<file path="config.mk">
export PLATFORM = sky130hd
export DESIGN_NAME = serial_eeprom_command_controller
export DESIGN_NICKNAME = d
export VERILOG_FILES = /design/src/rom_ctl_pkg.sv /design/src/rom_cmd_if.sv /design/src/serial_eeprom_command_controller.sv /design/src/rom_command_engine.sv
export SDC_FILE = /design/constraint.sdc
export NUM_CORES = 1
export LEC_CHECK = 0
export ABC_AREA = 0
export CORE_AREA = 3 3 115 117
export CTS_CLUSTER_DIAMETER = 200
export CTS_CLUSTER_SIZE = 40
export DETAILED_ROUTE_END_ITERATION = 12
export DIE_AREA = 0 0 118 120
export DONT_BUFFER_PORTS = 1
export PLACE_DENSITY = 0.79
export SLEW_MARGIN = 10
export SYNTH_ARGS = -nofsm -noshare
export SYNTH_HDL_FRONTEND = slang
export SYNTH_HIERARCHICAL = 1
export SYNTH_SLANG_ARGS = --single-unit
</file>
<file path="constraint.sdc">
create_clock -name i_mclk -period 7.05 [get_ports i_mclk]
set_input_delay 1.0575 -clock i_mclk [delete_from_list [all_inputs] [get_ports i_mclk]]
set_output_delay 1.0575 -clock i_mclk [all_outputs]
set_load 0.005 [all_outputs]
</file>
<file path="src/rom_ctl_pkg.sv">
// rom_ctl_pkg: constants, register map and command codes for the
// serial eeprom command controller; assumes a 25 MHz system clock.
package rom_ctl_pkg;
   // clock and timing
   localparam int unsigned CLK_HZ      = 25_000_000;
   localparam int unsigned TMO_MS      = 30;
   localparam int unsigned TMO_CYCLES  = TMO_MS * (CLK_HZ / 1000);
   localparam logic [7:0]  SK_HALF     = 8'h04;
   // register byte offsets
   localparam logic [7:0]  CMD_OFS     = 8'h00;
   localparam logic [7:0]  DATA_OFS    = 8'h04;
   // command register fields
   localparam int          BUSY_BIT    = 31;
   localparam int          CMD_LSB     = 28;
   localparam int          TMO_BIT     = 9;
   localparam int          LOADED_BIT  = 8;
   localparam int          ADDR_LSB    = 0;
   // reset values
   localparam logic [7:0]  ADDR_RST    = 8'h00;
   localparam logic [7:0]  DATA_RST    = 8'h00;
   // signature byte at location 0 that marks a valid device
   localparam logic [7:0]  SIG_BYTE    = 8'hA5;
   // axi responses
   localparam logic [1:0]  RESP_OKAY   = 2'h0;
   localparam logic [1:0]  RESP_SLVERR = 2'h2;
   // serial frame
   localparam logic [1:0]  OP_READ     = 2'h2;
   localparam logic [1:0]  OP_WRITE    = 2'h1;
   localparam logic [1:0]  OP_ERASE    = 2'h3;
   localparam logic [1:0]  OP_EXT      = 2'h0;
   localparam logic [7:0]  AP_ERASE_WRITE_ENABLE_CMD     = 8'hC0;
   localparam logic [7:0]  AP_EWDS     = 8'h00;
   localparam logic [7:0]  AP_WRITE_ALL_CMD     = 8'h40;
   localparam logic [7:0]  AP_ERASE_ALL_CMD     = 8'h80;
   localparam logic [4:0]  FRAME_SHORT = 5'h0B;
   localparam logic [4:0]  FRAME_LONG  = 5'h13;
   // commands
   typedef enum logic [2:0] {
      CMD_READ   = 3'b000,
      CMD_EWDS   = 3'b001,
      CMD_ERASE_WRITE_ENABLE_CMD   = 3'b010,
      CMD_WRITE  = 3'b011,
      CMD_WRITE_ALL_CMD   = 3'b100,
      CMD_ERASE  = 3'b101,
      CMD_ERASE_ALL_CMD   = 3'b110,
      CMD_RELOAD = 3'b111
   } cmd_e;
endpackage

</file>
<file path="src/rom_cmd_if.sv">
// rom_cmd_if: command handoff between register front end and serial engine.
// assumes one clock; start is a one-cycle request taken only while idle.
interface rom_cmd_if;
   import rom_ctl_pkg::*;
   logic       start;
   cmd_e       code;
   logic [7:0] addr;
   logic [7:0] wdata;
   logic       busy;
   logic       done;
   logic       timed_out;
   logic [7:0] rdata;
   modport ctrl   (output start, code, addr, wdata,
                   input  busy, done, timed_out, rdata);
   modport engine (input  start, code, addr, wdata,
                   output busy, done, timed_out, rdata);
endinterface

</file>
<file path="src/serial_eeprom_command_controller.sv">
// serial_eeprom_command_controller: axi4-lite register front end that runs
// serial eeprom commands; assumes one clock and a pulled data line.
module serial_eeprom_command_controller
   import rom_ctl_pkg::*;
#(
   parameter int unsigned TMO_CYC = rom_ctl_pkg::TMO_CYCLES
) (
   // clock and reset
   input  wire logic        i_mclk,
   input  wire logic        i_rst_n,
   // axi4-lite write address
   input  wire logic [7:0]  i_awaddr,
   input  wire logic        i_awvalid,
   output logic             o_awready,
   // axi4-lite write data
   input  wire logic [31:0] i_wdata,
   input  wire logic [3:0]  i_wstrb,
   input  wire logic        i_wvalid,
   output logic             o_wready,
   // axi4-lite write response
   output logic [1:0]       o_bresp,
   output logic             o_bvalid,
   input  wire logic        i_bready,
   // axi4-lite read address
   input  wire logic [7:0]  i_araddr,
   input  wire logic        i_arvalid,
   output logic             o_arready,
   // axi4-lite read data
   output logic [31:0]      o_rdata,
   output logic [1:0]       o_rresp,
   output logic             o_rvalid,
   input  wire logic        i_rready,
   // serial eeprom pins
   output logic             o_rom_cs,
   output logic             o_rom_sk,
   output logic             o_rom_dio,
   output logic             o_rom_dio_oe_n,
   input  wire logic        i_rom_dio
);
   import rom_ctl_pkg::*;

   typedef struct packed {
      logic        aw_ok;
      logic        w_ok;
      logic [7:0]  awaddr;
      logic [31:0] wdata;
      logic [3:0]  wstrb;
      logic        bvalid;
      logic [1:0]  bresp;
      logic        rvalid;
      logic [1:0]  rresp;
      logic [31:0] rdata;
      logic [7:0]  addr;
      logic [7:0]  data;
      cmd_e        code;
      logic        tout;
      logic        loaded;
      logic        pend;
      logic        auto;
   } ctl_s;

   ctl_s        q;
   ctl_s        d;
   logic        busy_w;
   logic [31:0] cmd_rd;
   logic [31:0] rd_mux;
   logic        rd_hit;
   logic        wr_hit;

   rom_cmd_if cif ();

   rom_command_engine #(
      .TMO_CYC (TMO_CYC)
   ) u_engine (
      .i_mclk         (i_mclk),
      .i_rst_n        (i_rst_n),
      .cmd            (cif.engine),
      .o_rom_cs       (o_rom_cs),
      .o_rom_sk       (o_rom_sk),
      .o_rom_dio      (o_rom_dio),
      .o_rom_dio_oe_n (o_rom_dio_oe_n),
      .i_rom_dio      (i_rom_dio)
   );

   assign busy_w    = q.pend || cif.busy;
   assign cif.start = q.pend && !cif.busy;
   assign cif.code  = q.code;
   assign cif.addr  = q.addr;
   assign cif.wdata = q.data;

   // handshake outputs
   assign o_awready = !q.aw_ok && !q.bvalid;
   assign o_wready  = !q.w_ok && !q.bvalid;
   assign o_arready = !q.rvalid;
   assign o_bvalid  = q.bvalid;
   assign o_bresp   = q.bresp;
   assign o_rvalid  = q.rvalid;
   assign o_rresp   = q.rresp;
   assign o_rdata   = q.rdata;

   // register read view
   always_comb begin
      cmd_rd                     = 32'h0000_0000;
      cmd_rd[BUSY_BIT]           = busy_w;
      cmd_rd[CMD_LSB +: 3]       = q.code;
      cmd_rd[TMO_BIT]            = q.tout;
      cmd_rd[LOADED_BIT]         = q.loaded;
      cmd_rd[ADDR_LSB +: 8]      = q.addr;
      rd_hit                     = 1'b1;
      case (i_araddr)
         CMD_OFS: begin
            rd_mux = cmd_rd;
         end
         DATA_OFS: begin
            rd_mux = {24'h00_0000, q.data};
         end
         default: begin
            rd_mux = 32'h0000_0000;
            rd_hit = 1'b0;
         end
      endcase
   end

   assign wr_hit = (q.awaddr == CMD_OFS) || (q.awaddr == DATA_OFS);

   always_comb begin
      d = q;
      // write channels taken in either order
      if (i_awvalid && o_awready) begin
         d.aw_ok  = 1'b1;
         d.awaddr = i_awaddr;
      end
      if (i_wvalid && o_wready) begin
         d.w_ok  = 1'b1;
         d.wdata = i_wdata;
         d.wstrb = i_wstrb;
      end
      if (q.bvalid && i_bready) begin
         d.bvalid = 1'b0;
      end
      if (q.aw_ok && q.w_ok) begin
         d.aw_ok  = 1'b0;
         d.w_ok   = 1'b0;
         d.bvalid = 1'b1;
         d.bresp  = wr_hit ? RESP_OKAY : RESP_SLVERR;
         // fields are frozen while a command runs
         if (!busy_w && !q.auto) begin
            if (q.awaddr == CMD_OFS) begin
               if (q.wstrb[0]) begin
                  d.addr = q.wdata[ADDR_LSB +: 8];
               end
               if (q.wstrb[3] && q.wdata[BUSY_BIT]) begin
                  d.code = cmd_e'(q.wdata[CMD_LSB +: 3]);
                  d.pend = 1'b1;
               end
            end
            if ((q.awaddr == DATA_OFS) && q.wstrb[0]) begin
               d.data = q.wdata[7:0];
            end
         end
      end
      // read channel, one cycle latency
      if (q.rvalid && i_rready) begin
         d.rvalid = 1'b0;
      end
      if (i_arvalid && o_arready) begin
         d.rvalid = 1'b1;
         d.rdata  = rd_mux;
         d.rresp  = rd_hit ? RESP_OKAY : RESP_SLVERR;
      end
      if (q.auto && !busy_w) begin
         d.auto = 1'b0;
         d.code = CMD_RELOAD;
         d.pend = 1'b1;
      end
      // launch clears stale status
      if (cif.start) begin
         d.pend = 1'b0;
         d.tout = 1'b0;
         if (q.code == CMD_RELOAD) begin
            d.loaded = 1'b0;
         end
      end
      if (cif.done) begin
         if (cif.timed_out) begin
            d.tout = 1'b1;
         end else if (q.code == CMD_READ) begin
            d.data = cif.rdata;
         end else if (q.code == CMD_RELOAD) begin
            d.loaded = (cif.rdata == SIG_BYTE);
         end
      end
   end

   always_ff @(posedge i_mclk) begin
      if (!i_rst_n) begin
         q <= '{addr: ADDR_RST, data: DATA_RST, code: CMD_READ, bresp: RESP_OKAY,
                rresp: RESP_OKAY, auto: 1'b1, default: '0};
      end else begin
         q <= d;
      end
   end
endmodule // serial_eeprom_command_controller

</file>
<file path="src/rom_command_engine.sv">
// rom_command_engine: serial frame generator and ready poll with time-out.
// assumes the data line has a pull; inputs are synchronous to i_mclk.
module rom_command_engine
   import rom_ctl_pkg::*;
#(
   parameter int unsigned TMO_CYC = rom_ctl_pkg::TMO_CYCLES
) (
   // clock and reset
   input  wire logic i_mclk,
   input  wire logic i_rst_n,
   // command handoff
   rom_cmd_if.engine cmd,
   // serial pins
   output logic      o_rom_cs,
   output logic      o_rom_sk,
   output logic      o_rom_dio,
   output logic      o_rom_dio_oe_n,
   input  wire logic i_rom_dio
);
   localparam int TW = $clog2(TMO_CYC + 1);

   typedef enum logic [2:0] {
      E_IDLE  = 3'b000,
      E_SHIFT = 3'b001,
      E_GAP   = 3'b010,
      E_POLL  = 3'b011,
      E_DONE  = 3'b100
   } eng_st_e;

   typedef struct packed {
      eng_st_e       st;
      logic          cs;
      logic          sk;
      logic [18:0]   sh;
      logic [7:0]    rx;
      logic [4:0]    bitn;
      logic [4:0]    nbits;
      logic          rd;
      logic          poll;
      logic [7:0]    div;
      logic [TW-1:0] tmo;
      logic          tout;
   } eng_s;

   eng_s       q;
   eng_s       d;
   logic       tick;
   logic [1:0] op;
   logic [7:0] ab;
   logic       is_wr;
   logic       is_rd;

   always_comb begin
      op    = OP_READ;
      ab    = cmd.addr;
      is_wr = 1'b0;
      is_rd = 1'b0;
      case (cmd.code)
         CMD_READ: begin
            is_rd = 1'b1;
         end
         CMD_WRITE: begin
            op    = OP_WRITE;
            is_wr = 1'b1;
         end
         CMD_ERASE: begin
            op    = OP_ERASE;
            is_wr = 1'b1;
         end
         CMD_ERASE_WRITE_ENABLE_CMD: begin
            op = OP_EXT;
            ab = AP_ERASE_WRITE_ENABLE_CMD;
         end
         CMD_EWDS: begin
            op = OP_EXT;
            ab = AP_EWDS;
         end
         CMD_WRITE_ALL_CMD: begin
            op    = OP_EXT;
            ab    = AP_WRITE_ALL_CMD;
            is_wr = 1'b1;
         end
         CMD_ERASE_ALL_CMD: begin
            op    = OP_EXT;
            ab    = AP_ERASE_ALL_CMD;
            is_wr = 1'b1;
         end
         CMD_RELOAD: begin
            ab    = ADDR_RST;
            is_rd = 1'b1;
         end
         default: begin
            op = OP_READ;
         end
      endcase
   end

   always_comb begin
      d     = q;
      tick  = (q.div == SK_HALF - 8'h01);
      d.div = tick ? 8'h00 : q.div + 8'h01;
      case (q.st)
         E_IDLE: begin
            if (cmd.start) begin
               d.st    = E_SHIFT;
               d.cs    = 1'b1;
               d.sk    = 1'b0;
               d.bitn  = 5'h00;
               d.div   = 8'h00;
               d.tout  = 1'b0;
               d.rx    = 8'h00;
               d.rd    = is_rd;
               d.poll  = is_wr;
               d.nbits = (is_rd || (cmd.code == CMD_WRITE) || (cmd.code == CMD_WRITE_ALL_CMD))
                         ? FRAME_LONG : FRAME_SHORT;
               d.sh    = {1'b1, op, ab, cmd.wdata};
            end
         end
         E_SHIFT: begin
            if (tick && !q.sk) begin
               d.sk = 1'b1;
               if (q.rd && (q.bitn >= FRAME_SHORT)) begin
                  d.rx = {q.rx[6:0], i_rom_dio};
               end
            end else if (tick) begin
               d.sk   = 1'b0;
               d.sh   = {q.sh[17:0], 1'b0};
               d.bitn = q.bitn + 5'h01;
               if (q.bitn == q.nbits - 5'h01) begin
                  d.cs = 1'b0;
                  d.st = q.poll ? E_GAP : E_DONE;
               end
            end
         end
         E_GAP: begin
            if (tick) begin
               d.cs  = 1'b1;
               d.tmo = '0;
               d.st  = E_POLL;
            end
         end
         E_POLL: begin
            if (i_rom_dio) begin
               d.cs = 1'b0;
               d.st = E_DONE;
            end else if (q.tmo == TW'(TMO_CYC - 1)) begin
               d.tout = 1'b1;
               d.cs   = 1'b0;
               d.st   = E_DONE;
            end else begin
               d.tmo = q.tmo + 1'b1;
            end
         end
         E_DONE: begin
            d.st = E_IDLE;
         end
         default: begin
            d.st = E_IDLE;
         end
      endcase
   end

   always_ff @(posedge i_mclk) begin
      if (!i_rst_n) begin
         q <= '{st: E_IDLE, nbits: FRAME_SHORT, tmo: '0, default: '0};
      end else begin
         q <= d;
      end
   end

   assign cmd.busy       = (q.st != E_IDLE);
   assign cmd.done       = (q.st == E_DONE);
   assign cmd.timed_out  = q.tout;
   assign cmd.rdata      = q.rx;
   assign o_rom_cs       = q.cs;
   assign o_rom_sk       = q.sk;
   assign o_rom_dio      = q.sh[18];
   assign o_rom_dio_oe_n = !((q.st == E_SHIFT) && !(q.rd && (q.bitn >= FRAME_SHORT)));
endmodule // rom_command_engine

</file>
==> impl_metrics.py <==
metrics = {
    "place": {
        "gp_congestion": 0.839,
        "preCtsSetupSlack_ns": 3.73,
        "hpwl_um": 9910,
        "place_area_um2": 6460,
        "io_buffer_count": 0,
    },
    "power": {
        "leakagePower_nw": 2.65,
        "p_per_area_nw_per_um2": 271,
        "design_power_total_mw": 1.91,
        "ir_worst_vdd_mv": 0.196,
    },
    "clock_network": {
        "cts.path.max_buffers": 2,
        "cts_htree_levels": 4,
        "root_buffer": "clkbuf_16",
        "postCtsSetupBuffers": 0,
        "cts_hold_buf": 0,
        "clk_pin_slew_ns": 0.06,
        "cts.sinks": 135,
        "clk_latency_ns": 0.42,
        "cts_resized": 0,
        "cts_buffers": 17,
        "cts_tree": "done",
    },
    "global_routing": {
        "grt_overflow": 0,
        "grt_pass1_wl_um": 24300,
        "antenna_found_initial": 0,
        "grt_max_degree": 81,
        "grt_use_total": 0.208,
        "grt_pass1_vias": 5044,
    },
    "detailed_routing": {
        "dr_total_vias": 5229,
        "antenna_left": 0,
        "drt-initial-drc-count": 386,
        "viasPerCell": 5.78,
        "dr.pass1.iters": 5,
        "wl_per_cell_um": 16.1,
        "drt_wl_total_um": 14600,
        "drc_errors": 0,
    },
    "critical_path": {
        "r2r-start": "u_engine/q[70]",
        "crit_buf_inv": 2,
        "critPathKind": "flip-flop to flip-flop",
        "cp_top_family": "simple AND/OR/NAND/NOR gates",
        "cpMostUsedCell": "nor2_1",
        "cp_cell_sequence": "nor2_1 > nand2_1 > nand2b_1 > inv_1 > nor4b_1 > a41o_1 > buf_4 > nand4_1 > xor2_1 > nor2_1",
        "cp-start-kind": "flip-flop",
        "crit_fanout": 42,
        "cp.required_ns": 7.35,
        "worst_ep_arrival_time_ns": 3.69,
        "worstRegToRegCells": 10,
        "cp_slowest_cell": "nor4b_1",
        "rrSetupSlack_ns": 3.66,
        "endpoint_kind": "flip-flop",
        "cpPeakStageDelay_ns": 0.74,
        "rr_endpoint": "u_engine/q[39]",
    },
    "floorplanning": {
        "fp.dieH_um": 120,
        "core_um2": 12500,
        "start_util": 0.537,
        "die_w_um": 118,
        "fp-row-count": 41,
        "pin_count": 105,
        "dieArea_um2": 14200,
    },
    "sta": {
        "timing.final.crit_share": 0.481,
        "tightestPinTransition_ns": 0.900,
        "fin_crit_ns": 3.39,
        "slew_violations": 0,
        "rsz0062_at_grt": "no",
        "finalWorstSetupSlack_ns": 3.66,
        "fmax_mhz": 295,
        "finalSetupViolCount": 0,
        "setup_tns_ns": 0,
        "hold_violations": 0,
        "maxSlewHeadroom": 0.398,
        "fin_skew_ns": 0.0148,
    },
    "min_path": {
        "hp-class": "flip-flop to flip-flop",
        "hold_start": "q[98]",
        "worst_hold_path.endpoint": "q[98]",
        "holdPathStages": 2,
    },
    "synthesis": {
        "ys_seq_area_frac": 0.404,
        "netlist.area_leader.share": 0.404,
        "yosys.area.top_type": "dfxtp_1",
        "ys.flop_type": "dfxtp_1",
        "yosysWarnings": 6,
        "ys_async_sr_fraction": 0,
        "synth_edf_count": 0,
        "syn-cell-area_um2": 6690,
        "avgSynthCellArea_um2": 8.76,
        "synth_seq_cells": 135,
        "ys_types": 76,
        "synth_cells": 764,
        "synth_area_leaders": "dfxtp_1, buf_4, nand2_1",
    },
    "layout": {
        "fin_util": 0.566,
        "drive_gt1_frac": 0.0928,
        "fin_area_um2": 7060,
        "final_nets": 788,
        "layout_common_cells": "dfxtp_1, nand2_1, nor2_1",
        "final_common_cell": "dfxtp_1",
        "area_growth_pct": 5.48,
        "fillers": 1106,
        "antennaDiodeCount": 0,
    },
    "job": {
        "cap_violations": 0,
    },
    "status": {
        "status": "completed",
    },
}
[worst max path at each step]
stage	from	end	slack, ns	cells past startpoint
2_1_floorplan	u_engine/q[72]	u_engine/q[49]	4.65	12
3_5_place_dp	u_engine/q[70]	u_engine/q[39]	3.73	10
5_1_grt	u_engine/q[70]	u_engine/q[39]	3.31	10
3_3_place_gp	u_engine/q[70]	u_engine/q[39]	3.87	10
6_report	u_engine/q[70]	u_engine/q[39]	3.66	10
4_1_cts	u_engine/q[70]	u_engine/q[39]	3.73	10
[per-layer routing]
metal,global-route usage,wire length (µm),up-vias
met4,0.0733,122,0
met3,0.0556,790,12
met5,0,0,-
met1,0.260,6430,2502
li1,-,-,2569
met2,0.349,7210,146
[flip-flops by register name, indices dropped and copies added, names as in the netlist, 2 cells and up]
signal and count:
u_engine/cmd.rdata 8, cmd_rd 2, cif.addr 8, o_rdata 14
cif.code 3, q 26, cif.wdata 8, u_engine/q 58
[power breakdown]
group,internal [mW],total [mW],switching [mW]
Clock,0.542,0.882,0.340
Sequential,0.807,0.844,0.0372
Combinational,0.0693,0.184,0.114
Total,1.42,1.91,0.491
[tightest hold or removal path: stages, from the launching register on]
cell and delay (ns):
dfxtp_1 0.31, nand2_1 0.04, a21boi_0 0.06
[cells in the mapped netlist, types with 3 or more instances]
| cell type | count |
|---|---|
| and4_1 | 3 |
| o2bb2ai_1 | 8 |
| buf_4 | 47 |
| a31oi_1 | 4 |
| nand3_1 | 28 |
| nor2_1 | 71 |
| nand4_1 | 9 |
| o21a_1 | 9 |
| a21boi_0 | 28 |
| mux2i_1 | 28 |
| nor3_1 | 16 |
| and3_1 | 14 |
| o21ai_0 | 22 |
| and2_1 | 15 |
| a211oi_1 | 11 |
| ha_1 | 8 |
| a311oi_1 | 10 |
| a21oi_1 | 32 |
| a221oi_1 | 10 |
| a21boi_2 | 5 |
| or3_1 | 3 |
| clkbuf_1 | 25 |
| nor3b_1 | 5 |
| buf_2 | 7 |
| nor2b_1 | 14 |
| or4bb_1 | 3 |
| xor2_1 | 8 |
| dfxtp_1 | 135 |
| nor4_1 | 3 |
| nand2b_1 | 9 |
| buf_6 | 3 |
| inv_1 | 17 |
| a22oi_1 | 7 |
| xnor2_1 | 5 |
| nand2_1 | 84 |
| a21bo_2 | 4 |
| o221a_2 | 4 |
[layout make-up]
| class | count | area, µm² | share of cell area |
|---|---|---|---|
| clock inverter | 13 | 140 | 0.0199 |
| tap | 172 | 215 | 0.0305 |
| inverter | 18 | 67.6 | 0.00958 |
| timing repair buffer | 4 | 30.0 | 0.00426 |
| clock buffer | 19 | 453 | 0.0642 |
| multi-input combinational | 544 | 3450 | 0.489 |
| sequential | 135 | 2700 | 0.383 |
[logic make-up after synthesis]
logic type	after synthesis	share of synthesized area
AOI/OAI and AO/OA	171	0.189
xor gates and xnor gates	13	0.0170
adders and majority gates	8	0.0150
buffers and inverters	104	0.0913
DFF	135	0.404
muxes	29	0.0436
other	1	0.000561
and+or+nand+nor	303	0.240
[metrics by stage]
step / hold slack [ns] / instances
6_report: 0.460 / 905
5_1_grt: 0.479 / 905
3_5_place_dp: 0.452 / 873
4_1_cts: 0.464 / 905
2_1_floorplan: 0.426 / 783
3_3_place_gp: 0.440 / 873
No activity file was read; power rests on OpenSTA's default activity.
